==> config.mk <==
export PLATFORM = sky130hd
export DESIGN_NAME = acs_sequencer
export DESIGN_NICKNAME = d
export VERILOG_FILES = /design/src/logic/acs_pkg.sv /design/src/logic/acs_sar_core.sv /design/src/logic/acs_sequencer.sv /design/src/logic/acs_tad_gen.sv
export SDC_FILE = /design/constraint.sdc
export NUM_CORES = 1
export LEC_CHECK = 0
export BUFFER_PORTS_ARGS = -buffer_cell sky130_fd_sc_hd__buf_2
export CORE_ASPECT_RATIO = 1.5
export CORE_MARGIN = 2
export CORE_UTILIZATION = 55
export DETAILED_ROUTE_END_ITERATION = 10
export PLACE_DENSITY = 0.76
export SYNTH_ARGS = -nofsm -noshare
export SYNTH_HDL_FRONTEND = slang
export SYNTH_SLANG_ARGS = --single-unit
==> constraint.sdc <==
create_clock -name mclk -period 3.4 [get_ports mclk]
set_input_delay 0.68 -clock mclk [delete_from_list [all_inputs] [get_ports mclk]]
set_output_delay 0.68 -clock mclk [all_outputs]
set_load 0.01 [all_outputs]
==> src/logic/acs_pkg.sv <==
// Shared constants, types and helpers for the conversion sequencer
package acs_pkg;
  // Register offsets
  localparam logic [7:0] PORT_DATA_OFS = 8'h05;
  localparam logic [7:0] CTRL_OFS = 8'h08;
  localparam logic [7:0] PORT_DIR_OFS = 8'h85;
  localparam logic [7:0] PORT_CFG_OFS = 8'h88;
  localparam logic [7:0] RESULT_OFS = 8'h89;
  localparam logic [7:0] AUX_STATUS_OFS = 8'h8A;
  // Reset values
  localparam logic [7:0] CTRL_RESET = 8'h00;
  localparam logic [1:0] PORT_CFG_RESET = 2'h0;
  localparam logic [4:0] PORT_DIR_RESET = 5'h1F;
  localparam logic [4:0] PORT_OUT_RESET = 5'h00;
  localparam logic [7:0] RESULT_RESET = 8'h00;
  // Clock select codes
  localparam logic [1:0] SEL_DIV2 = 2'h0;
  localparam logic [1:0] SEL_DIV8 = 2'h1;
  localparam logic [1:0] SEL_DIV32 = 2'h2;
  localparam logic [1:0] SEL_RC = 2'h3;
  // Port configuration codes
  localparam logic [1:0] CFG_VREF_PIN = 2'h1;
  // Timing
  localparam int MCLK_PERIOD_NS = 10;
  localparam int TAD_MIN_BASIC_NS = 2000;
  localparam int TAD_MIN_OTHER_NS = 1600;
  localparam int RC_PERIOD_MIN_NS = 2000;
  localparam int RC_PERIOD_MAX_NS = 6000;
  localparam int RC_PERIOD_TYP_NS = 4000;
  localparam int RC_MIN_CYCLES = (RC_PERIOD_MIN_NS + MCLK_PERIOD_NS - 1) / MCLK_PERIOD_NS;
  localparam int RC_MAX_CYCLES = RC_PERIOD_MAX_NS / MCLK_PERIOD_NS;
  localparam int RESULT_BITS = 8;

  typedef struct packed {
    logic [1:0] clkSel;
    logic spare;
    logic [1:0] chan;
    logic go;
    logic doneFlag;
    logic enable;
  } acs_ctrl_type;

  typedef enum logic [4:0] {
    ST_OFF = 5'h01,
    ST_ACQ = 5'h02,
    ST_SETTLE = 5'h04,
    ST_CONV = 5'h08,
    ST_HOLD = 5'h10
  } acs_state_type;

  // Oscillator periods per conversion clock period
  function automatic logic [5:0] tadDivider(input logic [1:0] sel);
    case (sel)
      SEL_DIV2: tadDivider = 6'h02;
      SEL_DIV8: tadDivider = 6'h08;
      default: tadDivider = 6'h20;
    endcase
  endfunction : tadDivider

  // Pins 3..0 that are analog for a given configuration
  function automatic logic [3:0] analogMask(input logic [1:0] cfg);
    case (cfg)
      2'h0: analogMask = 4'hF;
      2'h1: analogMask = 4'hF;
      2'h2: analogMask = 4'h3;
      default: analogMask = 4'h0;
    endcase
  endfunction : analogMask
endpackage : acs_pkg

==> src/logic/acs_sar_core.sv <==
// Successive-approximation trial register
`timescale 1ns/1ps
module acs_sar_core #(
  parameter int WIDTH = 8
) (
  // Clock and reset
  input wire logic mclk,
  input wire logic rst,
  input wire logic clkEn,
  // Control
  input wire logic start,
  input wire logic step,
  input wire logic compHigh,
  // Trial and status
  output logic [WIDTH-1:0] dacCode,
  output logic lastStep
);
  logic [WIDTH-1:0] trial_reg;
  logic [WIDTH-1:0] mask_reg;
  localparam logic [WIDTH-1:0] TOP_BIT = {1'b1, {(WIDTH-1){1'b0}}};

  assign dacCode = trial_reg;
  assign lastStep = mask_reg[0];

  always_ff @(posedge mclk) begin
    if (rst) begin
      trial_reg <= '0;
      mask_reg <= '0;
    end else if (clkEn) begin
      if (start) begin
        trial_reg <= TOP_BIT;
        mask_reg <= TOP_BIT;
      end else if (step && mask_reg != '0) begin
        // One result bit per step, top bit first
        trial_reg <= (compHigh ? trial_reg : (trial_reg & ~mask_reg)) | (mask_reg >> 1);
        mask_reg <= mask_reg >> 1;
      end
    end
  end
endmodule : acs_sar_core

==> src/logic/acs_sequencer.sv <==
// Conversion sequencer: registers, port masking, clock select and state machine
// Function
// - An output-driven analog pin converts its own driven digital level.
// - Direction and channel bits never block starting or finishing a conversion.
// - Port data reads return zero on every analog-configured pin.
// - A digital-input pin selected as channel still converts as analog.
// - Clearing the start bit mid-conversion aborts at once.
// - An abort leaves the result register untouched.
// - After an abort wait two conversion clocks before reconnecting the sample capacitor.
// - After that wait acquisition restarts on the selected channel by itself.
// - Completion sets the done flag and clears the start bit.
// - Two conversion clocks of settling, then one result bit per clock, eight bits.
// - Mid-conversion clock changes only among oscillator dividers, never to or from RC.
// - Bits resolved after the conversion clock becomes too fast are invalid.
// - Internal RC conversion clock period lies between 2 and 6 us.
// - Clock select 00, 01, 10 give oscillator divided by 2, 8, 32.
// - Clock select 11 gives the internal RC oscillator.
// - Setting the start bit while enabled starts; it reads one until done or abort. Here a start is taken only in acquisition, not in the hold-off.
// - Port configuration picks analog pins and reference per its four codes.
//
// Local design decisions: the register addresses and the address-and-strobe port.
`timescale 1ns/1ps
module acs_sequencer #(
  parameter int TAD_MIN_NS = acs_pkg::TAD_MIN_OTHER_NS
) (
  // Clock and reset
  input wire logic mclk,
  input wire logic rst,
  input wire logic clkEn,
  // Register port
  input wire logic [7:0] regAddr,
  input wire logic [7:0] regWdata,
  input wire logic regWrite,
  input wire logic regRead,
  output logic [7:0] regRdata,
  // Port pins
  input wire logic [4:0] pinIn,
  output logic [4:0] pinOut,
  output logic [4:0] pinOe,
  // Internal RC oscillator
  input wire logic rcClkIn,
  // Analog front end
  input wire logic compHigh,
  output logic [7:0] dacCode,
  output logic [1:0] sampleChannel,
  output logic sampleConnect,
  output logic vrefExternal
);
  acs_pkg::acs_state_type state_reg;
  acs_pkg::acs_state_type state_next;
  acs_pkg::acs_ctrl_type ctrl_reg;
  acs_pkg::acs_ctrl_type ctrl_next;
  acs_pkg::acs_ctrl_type wrCtrl;
  logic [1:0] portCfg_reg;
  logic [4:0] portDir_reg;
  logic [4:0] portOut_reg;
  logic [7:0] result_reg;
  logic [7:0] rdata_reg;
  logic [7:0] rdata_next;
  logic [4:0] pinSync1_reg;
  logic [4:0] pinSync2_reg;
  logic rcSync1_reg;
  logic rcSync2_reg;
  logic rcPrev_reg;
  logic rcTick;
  logic [9:0] rcPeriod_reg;
  logic rcFault_reg;
  logic [1:0] effSel_reg;
  logic [1:0] effSel_next;
  logic half_reg;
  logic sampleConnect_reg;
  logic violated_reg;
  logic [3:0] validBits_reg;
  logic tadTick;
  logic tadRun;
  logic sarLast;
  logic busy;
  logic ctrlWrite;
  logic startReq;
  logic abortReq;
  logic finish;
  logic tadShort;
  logic [7:0] sarCode;

  assign wrCtrl = acs_pkg::acs_ctrl_type'(regWdata);
  assign ctrlWrite = regWrite && regAddr == acs_pkg::CTRL_OFS;
  assign busy = state_reg == acs_pkg::ST_SETTLE || state_reg == acs_pkg::ST_CONV;
  // Start needs the module already on; a same-write enable does not count
  assign startReq = ctrlWrite && wrCtrl.go && wrCtrl.enable && ctrl_reg.enable &&
                    state_reg == acs_pkg::ST_ACQ;
  // Direction and channel bits play no part in start or abort
  assign abortReq = busy && ctrlWrite && (!wrCtrl.go || !wrCtrl.enable);
  assign finish = state_reg == acs_pkg::ST_CONV && tadTick && sarLast;
  // Abort restarts the divider count so a divider-clock hold-off spans two whole periods (RC ticks keep their own phase); abort also beats a last tick
  assign tadRun = state_reg != acs_pkg::ST_ACQ && state_reg != acs_pkg::ST_OFF && !abortReq;
  assign tadShort = effSel_reg != acs_pkg::SEL_RC &&
                    (32'(acs_pkg::tadDivider(effSel_reg)) * acs_pkg::MCLK_PERIOD_NS) < TAD_MIN_NS;

  // Pin and RC clock synchronisers
  always_ff @(posedge mclk) begin
    if (rst) begin
      pinSync1_reg <= 5'h00;
      pinSync2_reg <= 5'h00;
      rcSync1_reg <= 1'b0;
      rcSync2_reg <= 1'b0;
      rcPrev_reg <= 1'b0;
    end else if (clkEn) begin
      pinSync1_reg <= pinIn;
      pinSync2_reg <= pinSync1_reg;
      rcSync1_reg <= rcClkIn;
      rcSync2_reg <= rcSync1_reg;
      rcPrev_reg <= rcSync2_reg;
    end
  end

  assign rcTick = rcSync2_reg && !rcPrev_reg;

  // RC period watch; the RC source is free of the oscillator, so only its range is checked
  always_ff @(posedge mclk) begin
    if (rst) begin
      rcPeriod_reg <= 10'h000;
      rcFault_reg <= 1'b0;
    end else if (clkEn) begin
      if (rcTick) begin
        rcPeriod_reg <= 10'h001;
        if (rcPeriod_reg != 10'h000 &&
            (32'(rcPeriod_reg) < acs_pkg::RC_MIN_CYCLES || 32'(rcPeriod_reg) > acs_pkg::RC_MAX_CYCLES)) begin
          rcFault_reg <= 1'b1;
        end
      end else if (rcPeriod_reg != 10'h000 && rcPeriod_reg != 10'h3FF) begin
        // Count only from a first edge: the span after reset is a partial period
        rcPeriod_reg <= rcPeriod_reg + 10'h001;
      end
      if (regWrite && regAddr == acs_pkg::AUX_STATUS_OFS && !regWdata[0] && !rcTick) begin
        rcFault_reg <= 1'b0;
      end
    end
  end

  acs_tad_gen #(
    .CNT_W(6)
  ) tadGen (
    .mclk(mclk),
    .rst(rst),
    .clkEn(clkEn),
    .run(tadRun),
    .clkSel(effSel_reg),
    .rcTick(rcTick),
    .tadTick(tadTick)
  );

  acs_sar_core #(
    .WIDTH(acs_pkg::RESULT_BITS)
  ) sarCore (
    .mclk(mclk),
    .rst(rst),
    .clkEn(clkEn),
    .start(startReq),
    .step(state_reg == acs_pkg::ST_CONV && tadTick),
    .compHigh(compHigh),
    .dacCode(sarCode),
    .lastStep(sarLast)
  );

  // Control register next value
  always_comb begin
    ctrl_next = ctrl_reg;
    if (ctrlWrite) begin
      ctrl_next.clkSel = wrCtrl.clkSel;
      ctrl_next.chan = wrCtrl.chan;
      ctrl_next.enable = wrCtrl.enable;
      ctrl_next.doneFlag = wrCtrl.doneFlag;
      if (!wrCtrl.go) begin
        ctrl_next.go = 1'b0;
      end
    end
    ctrl_next.spare = 1'b0;
    if (startReq) begin
      ctrl_next.go = 1'b1;
    end
    if (abortReq) begin
      ctrl_next.go = 1'b0;
    end
    // Hardware set beats a software clear in the same cycle
    if (finish) begin
      ctrl_next.go = 1'b0;
      ctrl_next.doneFlag = 1'b1;
    end
  end

  // Effective clock: RC cannot be entered or left while converting
  always_comb begin
    effSel_next = ctrl_next.clkSel;
    if (state_next == acs_pkg::ST_SETTLE || state_next == acs_pkg::ST_CONV) begin
      if (state_reg != acs_pkg::ST_ACQ &&
          ((effSel_reg == acs_pkg::SEL_RC) != (ctrl_next.clkSel == acs_pkg::SEL_RC))) begin
        effSel_next = effSel_reg;
      end
    end
  end

  // Sequencer state machine
  always_comb begin
    state_next = state_reg;
    case (state_reg)
      acs_pkg::ST_OFF: begin
        if (ctrl_reg.enable) begin
          state_next = acs_pkg::ST_ACQ;
        end
      end
      acs_pkg::ST_ACQ: begin
        if (!ctrl_reg.enable) begin
          state_next = acs_pkg::ST_OFF;
        end else if (startReq) begin
          state_next = acs_pkg::ST_SETTLE;
        end
      end
      acs_pkg::ST_SETTLE: begin
        if (abortReq) begin
          state_next = acs_pkg::ST_HOLD;
        end else if (tadTick && half_reg) begin
          state_next = acs_pkg::ST_CONV;
        end
      end
      acs_pkg::ST_CONV: begin
        if (abortReq || finish) begin
          state_next = acs_pkg::ST_HOLD;
        end
      end
      acs_pkg::ST_HOLD: begin
        if (tadTick && half_reg) begin
          state_next = ctrl_reg.enable ? acs_pkg::ST_ACQ : acs_pkg::ST_OFF;
        end
      end
      default: begin
        state_next = acs_pkg::ST_OFF;
      end
    endcase
  end

  always_ff @(posedge mclk) begin
    if (rst) begin
      state_reg <= acs_pkg::ST_OFF;
      half_reg <= 1'b0;
      effSel_reg <= acs_pkg::SEL_DIV2;
      sampleConnect_reg <= 1'b0;
    end else if (clkEn) begin
      state_reg <= state_next;
      effSel_reg <= effSel_next;
      // Capacitor is reconnected only in acquisition, never during the hold-off
      sampleConnect_reg <= state_next == acs_pkg::ST_ACQ;
      if (state_next != state_reg) begin
        half_reg <= 1'b0;
      end else if (tadTick) begin
        half_reg <= !half_reg;
      end
    end
  end

  always_ff @(posedge mclk) begin
    if (rst) begin
      ctrl_reg <= acs_pkg::acs_ctrl_type'(acs_pkg::CTRL_RESET);
    end else if (clkEn) begin
      ctrl_reg <= ctrl_next;
    end
  end

  // Result: loaded only on completion or by software
  always_ff @(posedge mclk) begin
    if (rst) begin
      result_reg <= acs_pkg::RESULT_RESET;
    end else if (clkEn) begin
      if (finish) begin
        // Lowest bit is still a trial here; the comparator decides it on this tick
        result_reg <= {sarCode[7:1], compHigh};
      end else if (regWrite && regAddr == acs_pkg::RESULT_OFS) begin
        result_reg <= regWdata;
      end
    end
  end

  // Count bits resolved before the first too-fast conversion clock
  always_ff @(posedge mclk) begin
    if (rst) begin
      violated_reg <= 1'b0;
      validBits_reg <= 4'h0;
    end else if (clkEn) begin
      if (startReq) begin
        violated_reg <= 1'b0;
        validBits_reg <= 4'h0;
      end else if (state_reg == acs_pkg::ST_CONV && tadTick) begin
        if (tadShort) begin
          violated_reg <= 1'b1;
        end else if (!violated_reg) begin
          validBits_reg <= validBits_reg + 4'h1;
        end
      end
    end
  end

  // Port configuration, direction and output latch
  always_ff @(posedge mclk) begin
    if (rst) begin
      portCfg_reg <= acs_pkg::PORT_CFG_RESET;
      portDir_reg <= acs_pkg::PORT_DIR_RESET;
      portOut_reg <= acs_pkg::PORT_OUT_RESET;
    end else if (clkEn && regWrite) begin
      if (regAddr == acs_pkg::PORT_CFG_OFS) begin
        portCfg_reg <= regWdata[1:0];
      end
      if (regAddr == acs_pkg::PORT_DIR_OFS) begin
        portDir_reg <= regWdata[4:0];
      end
      if (regAddr == acs_pkg::PORT_DATA_OFS) begin
        portOut_reg <= regWdata[4:0];
      end
    end
  end

  // Read path
  always_comb begin
    rdata_next = 8'h00;
    case (regAddr)
      acs_pkg::CTRL_OFS: rdata_next = ctrl_reg;
      acs_pkg::PORT_CFG_OFS: rdata_next = {6'h00, portCfg_reg};
      acs_pkg::PORT_DIR_OFS: rdata_next = {3'h0, portDir_reg};
      acs_pkg::RESULT_OFS: rdata_next = result_reg;
      acs_pkg::AUX_STATUS_OFS: rdata_next = {validBits_reg, 3'h0, rcFault_reg};
      acs_pkg::PORT_DATA_OFS: rdata_next = {3'h0, pinSync2_reg & {1'b1, ~acs_pkg::analogMask(portCfg_reg)}};
      default: rdata_next = 8'h00;
    endcase
  end

  always_ff @(posedge mclk) begin
    if (rst) begin
      rdata_reg <= 8'h00;
    end else if (clkEn) begin
      rdata_reg <= regRead ? rdata_next : 8'h00;
    end
  end

  assign regRdata = rdata_reg;
  // Output drivers stay on for output pins even when analog: the mux sees the driven level
  assign pinOut = portOut_reg;
  assign pinOe = ~portDir_reg;
  // Channel mux follows the select bits alone, whatever the pin direction or digital setting
  assign sampleChannel = ctrl_reg.chan;
  assign sampleConnect = sampleConnect_reg;
  assign vrefExternal = portCfg_reg == acs_pkg::CFG_VREF_PIN;
  assign dacCode = sarCode;
endmodule : acs_sequencer

==> src/logic/acs_tad_gen.sv <==
// Conversion clock tick generator
`timescale 1ns/1ps
module acs_tad_gen #(
  parameter int CNT_W = 6
) (
  // Clock and reset
  input wire logic mclk,
  input wire logic rst,
  input wire logic clkEn,
  // Control
  input wire logic run,
  input wire logic [1:0] clkSel,
  input wire logic rcTick,
  // Tick out
  output logic tadTick
);
  logic [CNT_W-1:0] count_reg;
  logic [CNT_W-1:0] limit;

  assign limit = CNT_W'(acs_pkg::tadDivider(clkSel) - 6'h01);
  // Compare with >= so a switch to a faster divider ticks at once if the count has already reached the new limit
  assign tadTick = run && ((clkSel == acs_pkg::SEL_RC) ? rcTick : (count_reg >= limit));

  always_ff @(posedge mclk) begin
    if (rst) begin
      count_reg <= '0;
    end else if (clkEn) begin
      if (!run || tadTick || clkSel == acs_pkg::SEL_RC) begin
        count_reg <= '0;
      end else begin
        count_reg <= count_reg + CNT_W'(1);
      end
    end
  end
endmodule : acs_tad_gen

==> metrics, run 1 <==
Layout area overhead 12.7%; Core Region 8410 um2; PostCTS Resize Cnt 0; max frequency 335 MHz; global placement routability congestion 0.894; maximum VDD drop 0.317 mV; CP startpoint kind register; cell area after placement 5120 um2; status finished clean; setup TNS 0 ps; worst slew pin tran 865 ps; grt total ovfl 0; vias per inst 6.12; Rows 41; Max clock buf depth 2; final worst-path cycle share 87.8%; Syn. warnings 0; Rel. slew slack 42.3%; met2 Resource Use GR 47.1%; initial antenna violation count 0; Worst path slowest cell or4b_1; Syn Area/Cell 8.27 um2; first-pass GRT wire length 21200 um; worst r2r path cells 10; leak pwr 0.00214 uW; FF/Latch Area 1900 um2; number of flip-flops in the largest register 10; Slew Viols, Final 0; Worst Path Arrival 3210 ps; vias in the first global route 4350; number of synthesized flops with an enable pin 0; Min-Delay Path Class register to register; htree depth 3; busiest grt layer met2; Remaining DRCs 0; crit end category register; slowest stage delay, CP 550 ps; Post-Synthesis Cells 579; Global Route Usage Sum 28.2%; end of the worst register-to-register path effSel_reg[0]; hold_buf cts 0; Clock Sinks 95; Pre-antenna DRT Iters 5; die area 9480 um2; clock latency on the worst-skew pair 340 ps; I/O pins 58; Synth Area in Compound Gates 19.1%; IO buf count 57; hold path depth 2; Top FF cell, synth dfxtp_1; Detailed Route WL 12800 um; Buffers & Inverters on Critical Path 1; WHS Endpoint sampleConnect; met3 GRT Util 4.66%; CTS root buf clkbuf_16; critical path data required time 3620 ps; hold path start sampleConnect; nets 656; vias after detailed routing 4489; Synth cell types 61; max-cap viol count 0; die height 118 um; Post-Syn Area 4790 um2; unrepaired setup endpoints after global routing no; Die Span X 80.2 um; ANT cells 0; share of layout cells above drive strength 1 15.0%; number of buffers inserted during clock tree synthesis 9; Final Hold Viols 0; reg2reg start effSel_reg[1]; Post-Synth Simple-Gate Area 23.8%; Synth Area in XOR/XNOR 2.93%; fraction of registers with async set/reset 0%; clk slew on worst S/H paths 70 ps; mux share of post-synthesis cell area 7.74%; multi-input logic area 2670 um2; Initial Util 56.9%; FILL cells 773; flop2flop setup slack 410 ps; critical-path cell list inv_1 -> ha_1 -> a21o_1 -> a221oi_2 -> o31ai_4 -> and3_4 -> a211o_1 -> or4b_1 -> a32oi_1 -> nand3_1; syn_nets 614; wire length per cell 17.4 um; Final Setup Violations 0; register area share after synthesis 39.7%; flops & latches, synth 95; main combinational cell family by area after synthesis simple AND/OR/NAND/NOR gates; power per standard cell area 410 nW/um2; fin crit period 2990 ps; post-route cell area 5400 um2; Post-DRT Antenna Nets 0; post-DP HPWL 9270 um; Setup Crit Path Kind register to register; Post-Synth Adder-Cell Area 2.04%; met1 Use GR 33.9%; crit path max fanout 7; initial DRC count 294; TritonCTS clock tree done; Util after Layout 64.1%; CP top delay family compound AO/OA/AOI/OAI gates; most frequent cells in the layout 95 x dfxtp_1, 83 x nor2_1, 58 x nand2_1; Clock Skew 6.36 ps; largest net degree at the start of global routing 66; commonest non-fill, non-tap cell in the layout dfxtp_1; Post-CTS Setup Bufs 0
-- tightest hold or removal path, cell delays in order, from the launching register on --
cell and delay, ps:
dfxtp_1 310, nand2_1 60, a21oi_1 50
-- area by class of cell --
type	instances	area share, %
clock inverters	6	0.672
well taps	107	2.48
clock buffers	10	4.43
inverters	19	1.32
flip-flops and latches	95	35.2
repair buffers	65	6.40
multi-input cells	431	49.5
-- how the worst max path moves through the flow --
stage,from,to,depth (start not counted)
after detailed placement,regAddr[6],sarCore.dacCode[1],9
after floorplan,effSel_reg[1],effSel_reg[0],10
final,effSel_reg[1],effSel_reg[0],10
after global routing,effSel_reg[1],validBits_reg[0],9
after global placement,effSel_reg[1],effSel_reg[1],10
after CTS,effSel_reg[1],effSel_reg[0],10
-- report_power, final --
group          internal (uW)  total (uW)  switching, uW
logic                   47.7         144           96.6
registers               1120        1130           9.77
clock network            511         933            422
-- Yosys cell counts (8+ instances only) --
master / count / area share, %
nand2_1: 58 / 4.5
nor2b_1: 8 / 1.0
clkbuf_1: 22 / 1.7
mux2i_1: 37 / 7.7
nand4_1: 11 / 1.4
nor3_1: 13 / 1.4
o21ai_1: 13 / 1.4
dfxtp_1: 95 / 40
inv_1: 18 / 1.4
a31oi_1: 10 / 1.3
xor2_1: 13 / 2.4
a211oi_1: 15 / 2.4
a21oi_1: 40 / 4.2
nand3_1: 30 / 3.1
o211ai_1: 10 / 1.6
nor2_1: 83 / 6.5
-- layer usage --
metal	vias to the layer above	wire [um]
met1	2143	5190
met2	145	6480
met5	-	0
met3	40	555
li1	2161	-
met4	0	533
-- kinds of logic after synthesis --
family | after synthesis
compound gates | 133
xor+xnor | 16
fa+ha+maj | 8
buf+inv | 53
flops | 95
mux | 37
other cells | 1
simple gates | 236
-- through the flow --
| step | power [uW] | worst slack (ps) | hold WS [ps] | cells |
|---|---|---|---|---|
| final | 2210 | 415 | 466 | 733 |
| after global routing | 2290 | 269 | 481 | 733 |
| after global placement | 1300 | 504 | 448 | 717 |
| after CTS | 2220 | 416 | 470 | 733 |
| after floorplan | 1250 | 708 | 434 | 579 |
| after detailed placement | 1300 | 419 | 455 | 717 |
(Power assumes the default switching activity.)
==> inputs of run 2 (changes only) <==
ABC_AREA = 1   (was unset)
==> metrics, run 2 <==
status finished clean; Max clock buf depth 2; CP top delay family compound AO/OA/AOI/OAI gates; Synth area leaders dfxtp_1 40%, nand2_1 9.7%, o21ai_0 7.1%, a21oi_1 6.9%, nor2_1 6.7%; max-cap viol count 0; Die Span X 80.2 um; leak pwr 0.00243 uW; main combinational cell family by area after synthesis simple AND/OR/NAND/NOR gates; first-pass GRT wire length 20300 um; Post-Synth Adder-Cell Area 1.83%; clock latency on the worst-skew pair 350 ps; syn_nets 711; share of the synthesized area in the top cell type 39.7%; Detailed Route WL 12200 um; number of buffers inserted during clock tree synthesis 9; vias in the first global route 4631; final worst-path cycle share 71.9%; CP startpoint kind register; Core Region 8460 um2; initial antenna violation count 0; Post-CTS Setup Bufs 0; Final Setup Violations 0; initial DRC count 270; Post-Synthesis Cells 676; post-DP HPWL 8820 um; Synth Area in Compound Gates 20.7%; slowest stage delay, CP 390 ps; number of flip-flops in the largest register 10; htree depth 3; critical path data required time 3680 ps; crit end category register; Worst path slowest cell dfxtp_1; I/O pins 58; Global Route Usage Sum 26.8%; unrepaired setup endpoints after global routing no; Clock Skew 6.97 ps; vias per inst 5.61; fraction of registers with async set/reset 0%; Initial Util 56.7%; Clock Sinks 95; most frequent cells in the layout 124 x nand2_1, 95 x dfxtp_1, 86 x nor2_1; wire length per cell 14.6 um; Slew Viols, Final 0; Top FF cell, synth dfxtp_1; Hold WS 456 ps; most common cell in the netlist nand2_1; Layout area overhead 13.9%; setup TNS 0 ps; die area 9500 um2; Synth cell types 49; hold_buf cts 0; Final Hold Viols 0; Worst Path Arrival 2730 ps; register area share after synthesis 39.7%; worst slew pin tran 605 ps; Setup Crit Path Kind register to register; grt total ovfl 0; power per standard cell area 445 nW/um2; Min-Delay Path Class register to register; Rel. slew slack 59.5%; die height 118 um; maximum VDD drop 0.322 mV; commonest non-fill, non-tap cell in the layout nand2_1; vias after detailed routing 4693; mux share of post-synthesis cell area 0.209%; Synth Area in XOR/XNOR 1.10%; Post-Syn Area 4800 um2; IO buf count 57; Post-DRT Antenna Nets 0; Post-synth top cells 124 x nand2_1, 95 x dfxtp_1, 86 x nor2_1; max frequency 409 MHz; TritonCTS clock tree done; Rows 41; leading area contributor after synthesis dfxtp_1; Syn. warnings 0; global placement routability congestion 0.905; Remaining DRCs 0; Buffers & Inverters on Critical Path 2; critical-path cell list inv_1 -> ha_1 -> nand3_1 -> nand2_1 -> o21ai_1 -> a21oi_2 -> nand3_1 -> a21oi_2 -> nand2_4 -> inv_1 -> o21ai_0 -> nor2_1; Pre-antenna DRT Iters 4; nets 760; Syn Area/Cell 7.09 um2; Post-Synth Simple-Gate Area 27.5%; number of synthesized flops with an enable pin 0; flops & latches, synth 95; flop2flop setup slack 960 ps; clk slew on worst S/H paths 70 ps; CTS root buf clkbuf_16; share of layout cells above drive strength 1 16.0%; fin crit period 2440 ps; PostCTS Resize Cnt 0; ANT cells 0; largest net degree at the start of global routing 42; crit path max fanout 25
## run 2: changes by cell type in the layout (fill, tap and decap cells not counted), sizes merged, moves of 8 or more
cell / delta
xor2: -8
inv: +61
nand2: +73
o21ai: +51
mux2i: -36
nand3: +9
nor2: +9
a21oi: +28
nor2b: -8
## run 2: worst reg2reg max path, cell delays in order, from the launching register on
cell,delay (ps)
dfxtp_1,390
inv_1,70
ha_1,290
nand3_1,90
nand2_1,80
o21ai_1,90
a21oi_2,290
nand3_1,160
a21oi_2,260
nand2_4,220
inv_1,240
o21ai_0,110
nor2_1,100
## run 2: report_power, final
group	internal, uW	switching (uW)	total [uW]	leakage (uW)
sequential	1130	14.9	1150	0.000770
clock	655	461	1120	0.000158
combinational	55.8	113	169	0.00150
## run 2: metrics by stage
stage                     total power [uW]  cells  utilization, %  area [um2]  setup slack [ps]
after global routing                  2500    837            64.5        5460               693
after global placement                1340    821            60.6        5130               771
after CTS                             2440    837            64.5        5460               963
after floorplan                       1290    676               -        4800              1210
after detailed placement              1340    821            60.6        5130               614
final                                 2430    837            64.5        5460               956
## run 2: final cells by class
type	instances	area (um2)
Multi-Input combinational cell	477	2470
Fill cell	784	3000
Timing Repair Buffer	63	330
Clock inverter	7	105
Tap cell	107	134
Inverter	79	299
Sequential cell	95	1900
Clock buffer	9	225
## run 2: final timing paths
kind	depth (start not counted)	endpoint	startpoint
min	2	rcPrev_reg	rcPrev_reg
min reg2reg	2	rcPrev_reg	rcPrev_reg
max reg2reg	12	sarCore.dacCode[5]	effSel_reg[1]
max	12	sarCore.dacCode[5]	effSel_reg[1]
## run 2: cell families after synthesis
family	count (synthesis)
other	1
buffers and inverters	104
flip-flops	95
XOR/XNOR	6
multiplexers	1
AND/OR/NAND/NOR	289
AO/OA/AOI/OAI	173
adder cells (fa/ha/maj)	7
## run 2: metal layers
layer	wire (um)	vias up	GRT usage, %
li1	-	2336	-
met1	4900	2202	29.8
met2	6420	123	48.8
met3	511	32	4.20
met4	376	0	11.8
met5	0	-	0
==> inputs of run 3 (changes only) <==
clock period = 2.3 ns   (was 3.4 ns; I/O delays follow)
==> metrics, run 3 (same netlist as run 2, synthesis figures left out) <==
nets 779; first-pass GRT wire length 20100 um; largest net degree at the start of global routing 42; power per standard cell area 606 nW/um2; maximum VDD drop 0.529 mV; die height 118 um; Buffers & Inverters on Critical Path 2; Setup Crit Path Kind register to register; Max clock buf depth 2; Min-Delay Path Class input port to register; commonest non-fill, non-tap cell in the layout nand2_1; Rows 41; hold path start pinIn[4]; max frequency 460 MHz; number of buffers inserted during clock tree synthesis 9; end of the worst register-to-register path effSel_reg[0]; leak pwr 0.00250 uW; vias after detailed routing 4730; Rel. slew slack 62.7%; Post-DRT Antenna Nets 0; Worst Path Arrival 2420 ps; I/O pins 58; CP startpoint kind register; global placement routability congestion 0.897; setup TNS 0 ps; Core Region 8460 um2; wire length per cell 14.3 um; CP top delay family simple AND/OR/NAND/NOR gates; clk slew on worst S/H paths 70 ps; vias in the first global route 4572; TritonCTS clock tree done; Pre-antenna DRT Iters 6; FILL cells 754; Clock Sinks 95; critical-path cell list inv_1 -> ha_4 -> nand3_2 -> nand2_1 -> o21ai_2 -> a21oi_2 -> nand4_4 -> nand2_4 -> inv_2 -> nand2_1 -> nand2_2 -> o21ai_4 -> nand3_1 -> nand2_1 -> nor2_1; WHS Endpoint pinSync1_reg[4]; Slew Viols, Final 0; Global Route Usage Sum 26.6%; IO buf count 57; FF/Latch Area 1900 um2; Clock Skew 7.21 ps; met2 Resource Use GR 47.8%; Critical Path Most Common Cell nand2_1; crit path max fanout 5; initial antenna violation count 0; status finished clean; share of layout cells above drive strength 1 19.1%; slowest stage delay, CP 360 ps; post-route insts no fill 856; met3 GRT Util 4.05%; fin crit period 2180 ps; number of flip-flops in the largest register 10; critical path data required time 2540 ps; busiest grt layer met2; max-cap viol count 0; Detailed Route WL 12200 um; CTS root buf clkbuf_16; clock latency on the worst-skew pair 350 ps; most frequent cells in the layout 123 x nand2_1, 94 x dfxtp_1, 86 x nor2_1; worst r2r path cells 15; grt total ovfl 0; Final Setup Violations 0; Worst path slowest cell dfxtp_2; htree depth 3; ANT cells 0; Die Span X 80.2 um; met1 Use GR 30.1%; Initial Util 56.7%; flop2flop setup slack 120 ps; hold path depth 3; die area 9500 um2; reg2reg start effSel_reg[1]; initial DRC count 231; post-DP HPWL 9070 um; Layout area overhead 17.2%; final worst-path cycle share 94.6%; worst slew pin tran 558 ps; multi-input logic area 2510 um2; vias per inst 5.53; dpl cells 838; Final Hold Viols 0; Remaining DRCs 0; crit end category register
## run 3: final cells by class
| class | instances | share of cell area, % |
|---|---|---|
| inverters | 79 | 5.32 |
| clock inverters | 7 | 1.09 |
| flip-flops and latches | 95 | 33.8 |
| clock buffers | 9 | 4.01 |
| multi-input cells | 477 | 44.7 |
| repair buffers | 82 | 8.63 |
| well taps | 107 | 2.38 |
## run 3: report_power, final
group	internal (uW)	switching (uW)	total (uW)
sequential	1670	21.6	1690
clock	754	688	1440
combinational	95.8	175	271
## run 3: how the worst max path moves through the flow
| stage | startpoint | endpoint | slack, ps | cells past startpoint |
|---|---|---|---|---|
| floorplan | effSel_reg[1] | effSel_reg[0] | 220 | 15 |
| global placement | regAddr[0] | validBits_reg[2] | 110 | 14 |
| detailed placement | regAddr[0] | validBits_reg[2] | 40 | 14 |
| CTS | effSel_reg[1] | effSel_reg[0] | 50 | 15 |
| global route | effSel_reg[1] | half_reg | -30 | 14 |
| finish | effSel_reg[1] | effSel_reg[0] | 120 | 15 |
## run 3: stage by stage
| stage | util [%] | power, uW | hold WS [ps] | area, um2 | worst slack [ps] |
|---|---|---|---|---|---|
| finish | 66.4 | 3410 | 332 | 5620 | 124 |
| CTS | 65.7 | 3420 | 330 | 5560 | 46.3 |
| global route | 66.4 | 3530 | 352 | 5620 | -26.7 |
| floorplan | - | 1900 | 423 | 4800 | 220 |
| global placement | 62.3 | 1990 | 431 | 5270 | 107 |
| detailed placement | 62.3 | 1990 | 436 | 5270 | 36.4 |
## run 3: layer usage
layer	share of wire [%]	wire length (um)	vias to the layer above
li1	-	-	2387
met1	41	5010	2186
met2	52	6390	129
met3	4.0	492	28
met4	2.6	320	0
met5	0	0	-
## run 3: what timing repair did
| action | CTS | global route |
|---|---|---|
| setup buffers | 0 | 2 |
| hold buffers | 0 | 0 |
| resized for setup | 0 | 11 |
| setup endpoints to repair | 0 | 33 |
## run 3: worst min-delay path, delay by kind of cell
family / cells / cell delay (ps)
buffers and inverters: 1 / 70
AND/OR/NAND/NOR: 2 / 110
